`src/logic/mpg_defines.svh`:
```
`ifndef MPG_DEFINES_SVH
`define MPG_DEFINES_SVH

// Memory area codes presented with each CPU access
`define MPG_AREA_RAM 3'h0
`define MPG_AREA_OS_STACK 3'h1
`define MPG_AREA_OS_WORK 3'h2
`define MPG_AREA_COP_RAM 3'h3
`define MPG_AREA_APP 3'h4
`define MPG_AREA_GPR 3'h5
`define MPG_AREA_OTHER 3'h6

// Index of the system control register among the general purpose registers
`define MPG_SYSREG_INDEX 4'hf

// Protection status after reset: off (permissive)
`define MPG_PROT_RESET 1'b0

// Fault source bit positions in the latched cause vector
`define MPG_CAUSE_WDOG 0
`define MPG_CAUSE_ODD 1
`define MPG_CAUSE_ILL 2
`define MPG_CAUSE_ICLK 3
`define MPG_CAUSE_RFCLK 4
`define MPG_CAUSE_SHIELD 5

// Chip reset request pulse length, in clock cycles
`define MPG_RST_PULSE 4'h4

// Watchdog timeout, system clock period and minimum clock phases, in ns
`define MPG_WDOG_TIMEOUT_NS 1000000
`define MPG_CLK_PERIOD_NS 4
`define MPG_ICLK_MIN_PHASE_NS 8
`define MPG_RFCLK_MIN_PHASE_NS 20

`endif

```
`src/logic/mpg_pkg.sv`:
```
package mpg_pkg;

	typedef enum logic [2:0] {
		MPG_RAM,
		MPG_OS_STACK,
		MPG_OS_WORK,
		MPG_COP_RAM,
		MPG_APP,
		MPG_GPR,
		MPG_OTHER
	} mpg_area_t;

	typedef struct packed {
		logic valid;
		logic write;
		logic [2:0] area;
		logic [3:0] gpr_index;
		logic odd_addr;
	} mpg_access_t;

	typedef struct packed {
		logic set_protect;
		logic priv_call;
		logic priv_return;
		logic target_call_relief;
		logic target_return_relief;
		logic irq_taken;
	} mpg_ctrl_t;

	typedef enum logic {
		MPG_RUN,
		MPG_RESETTING
	} mpg_state_t;

endpackage : mpg_pkg
```
`src/logic/mpg_guard.sv`:
```
`timescale 1ns/1ns
`include "mpg_defines.svh"

// Overview of operation
// - Protected: RAM ok except OS areas; COP RAM only if enabled
// - Protected: other areas denied; application read only
// - Protected: registers ok except system register
// - Protection set only from unprotected software
// - Privileged call into relief clears protection
// - Privileged return into relief clears protection
// - Taken interrupt clears protection, as does chip reset
// - Watchdog timeout forces chip reset
// - Odd address access forces chip reset
// - Illegal instruction forces chip reset
// - Short internal clock phase forces reset
// - Short RF clock phase, contactless only
// - Broken active shield stops the device
// - Reset leaves protection off
module mpg_guard #(
	parameter int unsigned WDOG_CYCLES =
		`MPG_WDOG_TIMEOUT_NS / `MPG_CLK_PERIOD_NS,
	parameter int unsigned CNT_W = 20
) (
	input wire logic clk_sys,
	input wire logic sys_rst,
	input wire mpg_pkg::mpg_access_t cpu_access,
	input wire mpg_pkg::mpg_ctrl_t cpu_ctrl,
	input wire logic cop_ram_enable,
	input wire logic wdog_kick,
	input wire logic illegal_instr,
	input wire logic internal_clock,
	input wire logic rf_clock,
	input wire logic contactless_mode,
	input wire logic shield_intact,
	output logic protect_on_reg,
	output logic access_grant_reg,
	output logic access_deny_reg,
	output logic chip_reset_req_reg,
	output logic halt_reg,
	output logic [5:0] fault_cause_reg
);
	import mpg_pkg::*;

	localparam int unsigned ICLK_MIN_CYC =
		(`MPG_ICLK_MIN_PHASE_NS + `MPG_CLK_PERIOD_NS - 1) / `MPG_CLK_PERIOD_NS;
	localparam int unsigned RFCLK_MIN_CYC =
		(`MPG_RFCLK_MIN_PHASE_NS + `MPG_CLK_PERIOD_NS - 1) / `MPG_CLK_PERIOD_NS;
	localparam int unsigned PH_W = 8;

	// Access decision for a single request under the given status
	function automatic logic allowed(input mpg_access_t a, input logic prot, input logic cop_en);
		logic ok;
		ok = 1'b1;
		if (prot)
		begin
			unique case (a.area)
				`MPG_AREA_RAM: ok = 1'b1;
				`MPG_AREA_OS_STACK: ok = 1'b0;
				`MPG_AREA_OS_WORK: ok = 1'b0;
				`MPG_AREA_COP_RAM: ok = cop_en;
				`MPG_AREA_APP: ok = !a.write;
				`MPG_AREA_GPR: ok = (a.gpr_index != `MPG_SYSREG_INDEX);
				default: ok = 1'b0;
			endcase
		end
		return ok;
	endfunction : allowed

	// Phase length check: true when a completed phase was too short
	function automatic logic phase_short(input logic [PH_W-1:0] len, input int unsigned min_cyc);
		return ({24'h0, len} < min_cyc);
	endfunction : phase_short

	logic [CNT_W-1:0] wdog_cnt_reg;
	logic [PH_W-1:0] iph_reg;
	logic [PH_W-1:0] rph_reg;
	logic iclk_q_reg;
	logic rclk_q_reg;
	logic iclk_seen_reg;
	logic rclk_seen_reg;
	logic [3:0] pulse_cnt_reg;
	mpg_state_t state_reg;
	logic [5:0] fault_now;
	logic iclk_fault;
	logic rclk_fault;

	// Protection status
	always_ff @(posedge clk_sys or posedge sys_rst)
	begin
		if (sys_rst)
			protect_on_reg <= `MPG_PROT_RESET;
		else if (state_reg == MPG_RESETTING)
			protect_on_reg <= `MPG_PROT_RESET;
		else if (protect_on_reg)
		begin
			if (cpu_ctrl.irq_taken)
				protect_on_reg <= 1'b0;
			else if (cpu_ctrl.priv_call && cpu_ctrl.target_call_relief)
				protect_on_reg <= 1'b0;
			else if (cpu_ctrl.priv_return && cpu_ctrl.target_return_relief)
				protect_on_reg <= 1'b0;
		end
		else if (cpu_ctrl.set_protect)
			protect_on_reg <= 1'b1;
	end

	// Access verdict, one cycle after the request
	always_ff @(posedge clk_sys or posedge sys_rst)
	begin
		if (sys_rst)
		begin
			access_grant_reg <= 1'b0;
			access_deny_reg <= 1'b0;
		end
		else
		begin
			access_grant_reg <= cpu_access.valid &&
				allowed(cpu_access, protect_on_reg, cop_ram_enable);
			access_deny_reg <= cpu_access.valid &&
				!allowed(cpu_access, protect_on_reg, cop_ram_enable);
		end
	end

	// Watchdog
	always_ff @(posedge clk_sys or posedge sys_rst)
	begin
		if (sys_rst)
			wdog_cnt_reg <= '0;
		else if (wdog_kick || state_reg == MPG_RESETTING)
			wdog_cnt_reg <= '0;
		else if (wdog_cnt_reg != CNT_W'(WDOG_CYCLES))
			wdog_cnt_reg <= wdog_cnt_reg + 1'b1;
	end

	// Clock phase monitors
	always_ff @(posedge clk_sys or posedge sys_rst)
	begin
		if (sys_rst)
		begin
			iclk_q_reg <= 1'b0;
			rclk_q_reg <= 1'b0;
			iph_reg <= '0;
			rph_reg <= '0;
			iclk_seen_reg <= 1'b0;
			rclk_seen_reg <= 1'b0;
		end
		else
		begin
			iclk_q_reg <= internal_clock;
			rclk_q_reg <= rf_clock;
			if (internal_clock != iclk_q_reg)
			begin
				iph_reg <= 8'h1;
				iclk_seen_reg <= 1'b1;
			end
			else if (iph_reg != 8'hff)
				iph_reg <= iph_reg + 8'h1;
			if (rf_clock != rclk_q_reg)
			begin
				rph_reg <= 8'h1;
				rclk_seen_reg <= contactless_mode;
			end
			else if (rph_reg != 8'hff)
				rph_reg <= rph_reg + 8'h1;
		end
	end

	assign iclk_fault = iclk_seen_reg && (internal_clock != iclk_q_reg) &&
		phase_short(iph_reg, ICLK_MIN_CYC);
	assign rclk_fault = contactless_mode && rclk_seen_reg && (rf_clock != rclk_q_reg) &&
		phase_short(rph_reg, RFCLK_MIN_CYC);

	always_comb
	begin
		fault_now = '0;
		fault_now[`MPG_CAUSE_WDOG] = (wdog_cnt_reg == CNT_W'(WDOG_CYCLES));
		fault_now[`MPG_CAUSE_ODD] = cpu_access.valid && cpu_access.odd_addr;
		fault_now[`MPG_CAUSE_ILL] = illegal_instr;
		fault_now[`MPG_CAUSE_ICLK] = iclk_fault;
		fault_now[`MPG_CAUSE_RFCLK] = rclk_fault;
		fault_now[`MPG_CAUSE_SHIELD] = !shield_intact;
	end

	// Reset request sequencer
	always_ff @(posedge clk_sys or posedge sys_rst)
	begin
		if (sys_rst)
		begin
			state_reg <= MPG_RUN;
			pulse_cnt_reg <= '0;
			chip_reset_req_reg <= 1'b0;
			fault_cause_reg <= '0;
		end
		else
		begin
			unique case (state_reg)
				MPG_RUN:
					if (|fault_now)
					begin
						state_reg <= MPG_RESETTING;
						pulse_cnt_reg <= `MPG_RST_PULSE;
						chip_reset_req_reg <= 1'b1;
						fault_cause_reg <= fault_now;
					end
				MPG_RESETTING:
					if (pulse_cnt_reg > 4'h1)
						pulse_cnt_reg <= pulse_cnt_reg - 4'h1;
					else if (shield_intact)
					begin
						state_reg <= MPG_RUN;
						pulse_cnt_reg <= '0;
						chip_reset_req_reg <= 1'b0;
					end
			endcase
		end
	end

	// Stop while the shield reports broken
	always_ff @(posedge clk_sys or posedge sys_rst)
	begin
		if (sys_rst)
			halt_reg <= 1'b0;
		else
			halt_reg <= !shield_intact;
	end

endmodule : mpg_guard

```
`config.mk`:
```
export PLATFORM = sky130hd
export DESIGN_NAME = mpg_guard
export DESIGN_NICKNAME = d
export VERILOG_FILES = /design/src/logic/mpg_pkg.sv /design/src/logic/mpg_guard.sv
export VERILOG_INCLUDE_DIRS = /design/src /design/src/logic
export SDC_FILE = /design/constraint.sdc
export NUM_CORES = 1
export LEC_CHECK = 0
export BUFFER_PORTS_ARGS = -buffer_cell sky130_fd_sc_hd__buf_4
export CAP_MARGIN = 20
export CORE_ASPECT_RATIO = 0.8
export CORE_MARGIN = 4
export CORE_UTILIZATION = 57
export CTS_BUF_LIST = sky130_fd_sc_hd__clkbuf_16
export DETAILED_ROUTE_END_ITERATION = 6
export PLACE_DENSITY = 0.79
export SYNTH_ARGS = -nofsm -noshare
export SYNTH_HDL_FRONTEND = slang
export SYNTH_SLANG_ARGS = --single-unit
export TNS_END_PERCENT = 50
```
`constraint.sdc`:
```
create_clock -name clk_sys -period 2.63 [get_ports clk_sys]
set_input_delay 0.1315 -clock clk_sys [delete_from_list [all_inputs] [get_ports clk_sys]]
set_output_delay 0.1315 -clock clk_sys [all_outputs]
set_load 0.03 [all_outputs]
```
== Yosys cells after proc, flatten, opt, wreduce, memory -nomap -nowiden ==
Index checks and enable logic that the tools add are counted.

* Register bits after elaboration: 56
* Bits of input ports: 25
* Output and inout bits: 11
* Logic and storage cells: 85

* $add $sub $neg: 4
* Magnitude comparators: 3
* Equality and inequality tests: 14
* Multiplexer cells: 26
* Bitwise operators: 1
* Reduce and logical (&&, ||, !) cells: 22

{| class="wikitable"
|+ Operator list
! operator !! count
|-
| $mux W20 || 2
|-
| $mux W8 || 4
|-
| $add A20 B1 Y20 const B || 1
|-
| $eq A20 B18 Y1 const B || 1
|-
| $ne A20 B18 Y1 const B || 1
|-
| $add A8 B1 Y8 const B || 2
|-
| $ne A8 B8 Y1 const B || 2
|-
| $mux W1 || 13
|-
| $mux W4 || 3
|-
| $logic_and A1 B1 Y1 || 10
|-
| $lt A8 B2 Y1 const B || 1
|-
| $lt A8 B3 Y1 const B || 1
|-
| $pmux W4 S2 || 1
|-
| $eq A3 B3 Y1 const B || 2
|-
| $ne A2 B2 Y1 const B || 3
|-
| $reduce_bool A2 Y1 || 3
|-
| $reduce_or A6 Y1 || 1
|-
| $gt A4 B1 Y1 const B || 1
|-
| $ne A4 B4 Y1 const B || 1
|-
| $pmux W1 S2 || 2
|-
| $pmux W1 S4 || 1
|-
| $reduce_and A2 Y1 || 2
|-
| $sub A4 B1 Y4 const B || 1
|-
| $eq A3 B2 Y1 const B || 1
|-
| 7 further kinds || 10
|}

== Longest topological paths before layout ==
* Depth after elaboration: 6
* Gate-level depth with buffers: 7
* Gate-level depth less buffers: 7

== Worst setup path after synthesis ==
OpenSTA, ideal clock, no wires.

* Path type: register to register
* From: register wdog_cnt_reg[11]
* To: register fault_cause_reg[5]
* Library setup time: 0.125 ns
* Arrival time: 1.758 ns
* Data required time: 2.505 ns
* Setup slack: 0.747 ns
* Stages on the path, launching flop included: 7
* Path buffers: 1
* Clock period less this slack: 1.883 ns
* Path through: dfrtp_1 > nor4b_2 > nand2_1 > or3_1 > buf_6 > a31oi_4 > mux2_4

* Longest elaborated chain between the ends: 3

{| class="wikitable"
|+ Ends and longest elaborated chain
! element !! line !! source
|-
| from (decl) || mpg_guard.sv:74 || <nowiki>logic [CNT_W-1:0] wdog_cnt_reg;</nowiki>
|-
| from (signal assigned) || mpg_guard.sv:132 || <nowiki>wdog_cnt_reg <= wdog_cnt_reg + 1'b1;</nowiki>
|-
| $eq A20 B18 Y1 || mpg_guard.sv:176 || <nowiki>fault_now[`MPG_CAUSE_WDOG] = (wdog_cnt_reg == CNT_W'(WDOG_CYCLES));</nowiki>
|-
| $reduce_or A6 Y1 || mpg_guard.sv:198 || <nowiki>if (|fault_now)</nowiki>
|-
| $reduce_and A2 Y1 (no source line) || -- ||
|-
| to (signal assigned) || mpg_guard.sv:203 || <nowiki>fault_cause_reg <= fault_now;</nowiki>
|-
| to (decl) || mpg_guard.sv:40 || <nowiki>output logic [5:0] fault_cause_reg</nowiki>
|}

No other way between the ends.
A chain may end at the register's enable or synchronous reset.

== Final worst setup path ==
Same ends and word-level chain as after synthesis.

==> results.sh <==
export IMPL_grt_pass1_vias=2066
export IMPL_hpwl_um=4120
export IMPL_clock_skew_ns=0.00655
export IMPL_synth_compound_area_share=0.122
export IMPL_synthArstFlopShare=1.00
export IMPL_dr_pass1_iters=4
export IMPL_power_leakage_uw=0.00145
export IMPL_numCtsBuffers=5
export IMPL_track_usage=0.192
export IMPL_synth_fa_ha_area_frac=0.0313
export IMPL_fin_tns_setup_ns=0
export IMPL_drc=0
export IMPL_io_buffers=35
export IMPL_synth_top_area_share=0.501
export IMPL_synth_area_leaders="dfrtp_1 50%, nor2_1 4.4%, xor2_1 3.4%, ha_1 3.1%, nand3_1 2.7%"
export IMPL_synth_avg_cell_area_um2=9.75
export IMPL_vias=2223
export IMPL_io_pins=36
export IMPL_synthDistinctLibCells=46
export IMPL_cp_max_fo=10
export IMPL_antenna_cells=0
export IMPL_placementRows=22
export IMPL_synth_top_family_by_area="simple AND/OR/NAND/NOR gates"
export IMPL_synth_fp_nets=319
export IMPL_dieArea_um2=6100
export IMPL_status="finished clean"
export IMPL_cts_buffer_depth=2
export IMPL_synthCells=287
export IMPL_final_nets=359
export IMPL_post_cts_resized=0
export IMPL_drt_iter0_drc=96
export IMPL_h_tree_depth=2
export IMPL_synth_area_mux_share=0.0197
export IMPL_via_per_inst=5.73
export IMPL_finalMaxSlewViolations=0
export IMPL_cts_tree="built"
export IMPL_antenna_found_initial=0
export IMPL_rsz0062_at_grt="false"
export IMPL_setup_viol=0
export IMPL_vdd_drop_max_v=0.000520
export IMPL_yosysSeqAreaShare=0.501
export IMPL_overflow=0
export IMPL_area_delta_synth_final_pct=17.7
export IMPL_die_width_um=86.3
export IMPL_synth_common_cells="56 x dfrtp_1, 33 x nor2_1, 19 x inv_1, 19 x nand2_1, 15 x nand3_1"
export IMPL_clkTransAtPathRegs_ns=0.07
export IMPL_crit_arrival_ns=2.31
export IMPL_synth_xor_area_frac=0.0563
export IMPL_holdCritPathClass="in -> reg"
export IMPL_netlist_area_um2=2800
export IMPL_powerDensity_nw_per_um2=723
export IMPL_cp_end_kind="register"
export IMPL_relSlewSlack=0.534
export IMPL_layout_drive_gt1_share=0.177
export IMPL_cp_data_required_time_ns=2.80
export IMPL_max_slew_worst_pin_slew_ns=0.698
export IMPL_clk_latency_ns=0.29
export IMPL_holdWs_ns=0.0688
export IMPL_ys_seq_elements=56
export IMPL_maxCapViolCount=0
export IMPL_yosys_warnings=0
export IMPL_antenna_left=0
export IMPL_netlist_top_cell_by_area="dfrtp_1"
export IMPL_period_minus_slack_ns=2.14
export IMPL_die_h_um=70.7
export IMPL_routed_wl_um=5610
export IMPL_gp_congestion=0.832
export IMPL_fmax_ghz=0.468
export IMPL_min_period_over_period=0.813
export IMPL_synthFlopType="dfrtp_1"
export IMPL_grt_first_pass_wirelength_um=9420
export IMPL_largest_register_ffs=20
export IMPL_avgRoutedWirePerCell_um=14.5
export IMPL_start_kind="register"
export IMPL_synth_simple_gate_area_share=0.229
export IMPL_synth_edf_count=0
export IMPL_cts_root_buf="clkbuf_16"
export IMPL_crit_type="reg -> reg"
export IMPL_synth_most_common_cell="dfrtp_1"
export IMPL_start_util=0.598
export IMPL_grt_max_degree=35
export IMPL_finalHoldViolCount=0
export IMPL_coreArea_um2=4680
export IMPL_clock_sinks=56
-- report_power, final --
group,switching [uW],internal (uW)
Clock,281,346
Combinational,366,288
Sequential,123,978
-- final timing paths --
check / depth (start not counted) / start / slack (ns) / end
min: 2 / shield_intact / 0.07 / halt_reg
min in group asynchronous: 3 / sys_rst / 0.52 / rph_reg[0]
min reg2reg: 1 / iclk_seen_reg / 0.48 / iclk_seen_reg
max: 5 / wdog_cnt_reg[11] / 0.49 / fault_cause_reg[5]
max reg2reg: 5 / wdog_cnt_reg[11] / 0.49 / fault_cause_reg[5]
max in group asynchronous: 4 / sys_rst / 1.47 / iph_reg[0]
-- logic make-up after synthesis --
family	after synthesis
AND/OR/NAND/NOR	123
flip-flops	56
AO/OA/AOI/OAI	50
buffers and inverters	28
XOR/XNOR	18
adder cells (fa/ha/maj)	7
multiplexers	5
-- critical path: stages, from the launching register on --
cell	delay, ns
dfrtp_1	0.45
nor4b_2	0.29
nand2_1	0.07
or3_1	0.57
a31oi_4	0.32
mux2_4	0.32
-- metal layers --
| layer | routed length [um] | GRT usage | part of all wire | up-vias |
|---|---|---|---|---|
| met5 | 0 | 0 | 0 | - |
| met4 | 111 | 0.0623 | 0.020 | 0 |
| met3 | 399 | 0.0442 | 0.071 | 13 |
| met2 | 2520 | 0.305 | 0.45 | 67 |
| met1 | 2580 | 0.262 | 0.46 | 1050 |
| li1 | - | - | - | 1093 |
-- area by class of cell --
type / instances / area (um2)
clock buffer: 5 / 125
inverter: 19 / 71.3
clock inverter: 3 / 13.8
fill: 367 / 1390
tap: 60 / 75.1
sequential: 56 / 1400
multi-input combinational: 203 / 1280
timing repair buffer: 42 / 323
-- timing repair --
action | in CTS | in global routing
setup buffers | 0 | 0
endpoints found under the hold margin | 34 | 0
hold buffers | 3 | 0
setup endpoints to repair | 0 | 0
-- cells in the final DEF, fill, tap and decap left out, types with 2 or more instances in the layout --
cell type | netlist | layout
buf_4 | 0 | 39
nor4_1 | 4 | 4
xnor2_1 | 7 | 7
a31oi_1 | 7 | 7
nand4_1 | 7 | 7
and3_1 | 10 | 10
and4_1 | 2 | 2
clkbuf_16 | 0 | 5
a211oi_1 | 2 | 2
a21oi_1 | 10 | 10
nor2_1 | 33 | 33
inv_1 | 19 | 18
or2_2 | 2 | 2
o22ai_1 | 5 | 5
dlygate4sd3_1 | 0 | 3
ha_1 | 7 | 7
nand2b_1 | 3 | 3
or3_1 | 8 | 8
nand3_1 | 15 | 15
nand3b_1 | 2 | 2
xor2_1 | 11 | 11
dfrtp_1 | 56 | 56
clkinv_2 | 0 | 2
a31oi_4 | 2 | 2
o21ai_0 | 14 | 14
nor3_1 | 10 | 10
mux2i_1 | 4 | 4
nand2_1 | 19 | 19
-- per-stage QoR --
stage               total power, uW  instance area (um2)  setup WS, ns  instances   util
CTS                            2410                 3290         0.494        388  0.704
floorplan                      1550                 2800         0.747        287      -
global placement               1750                 3120         0.565        377  0.668
global route                   2520                 3290         0.382        388  0.704
detailed placement             1770                 3120         0.538        377  0.668
finish                         2380                 3290         0.493        388  0.704
Power figures use the tool's default switching activity.
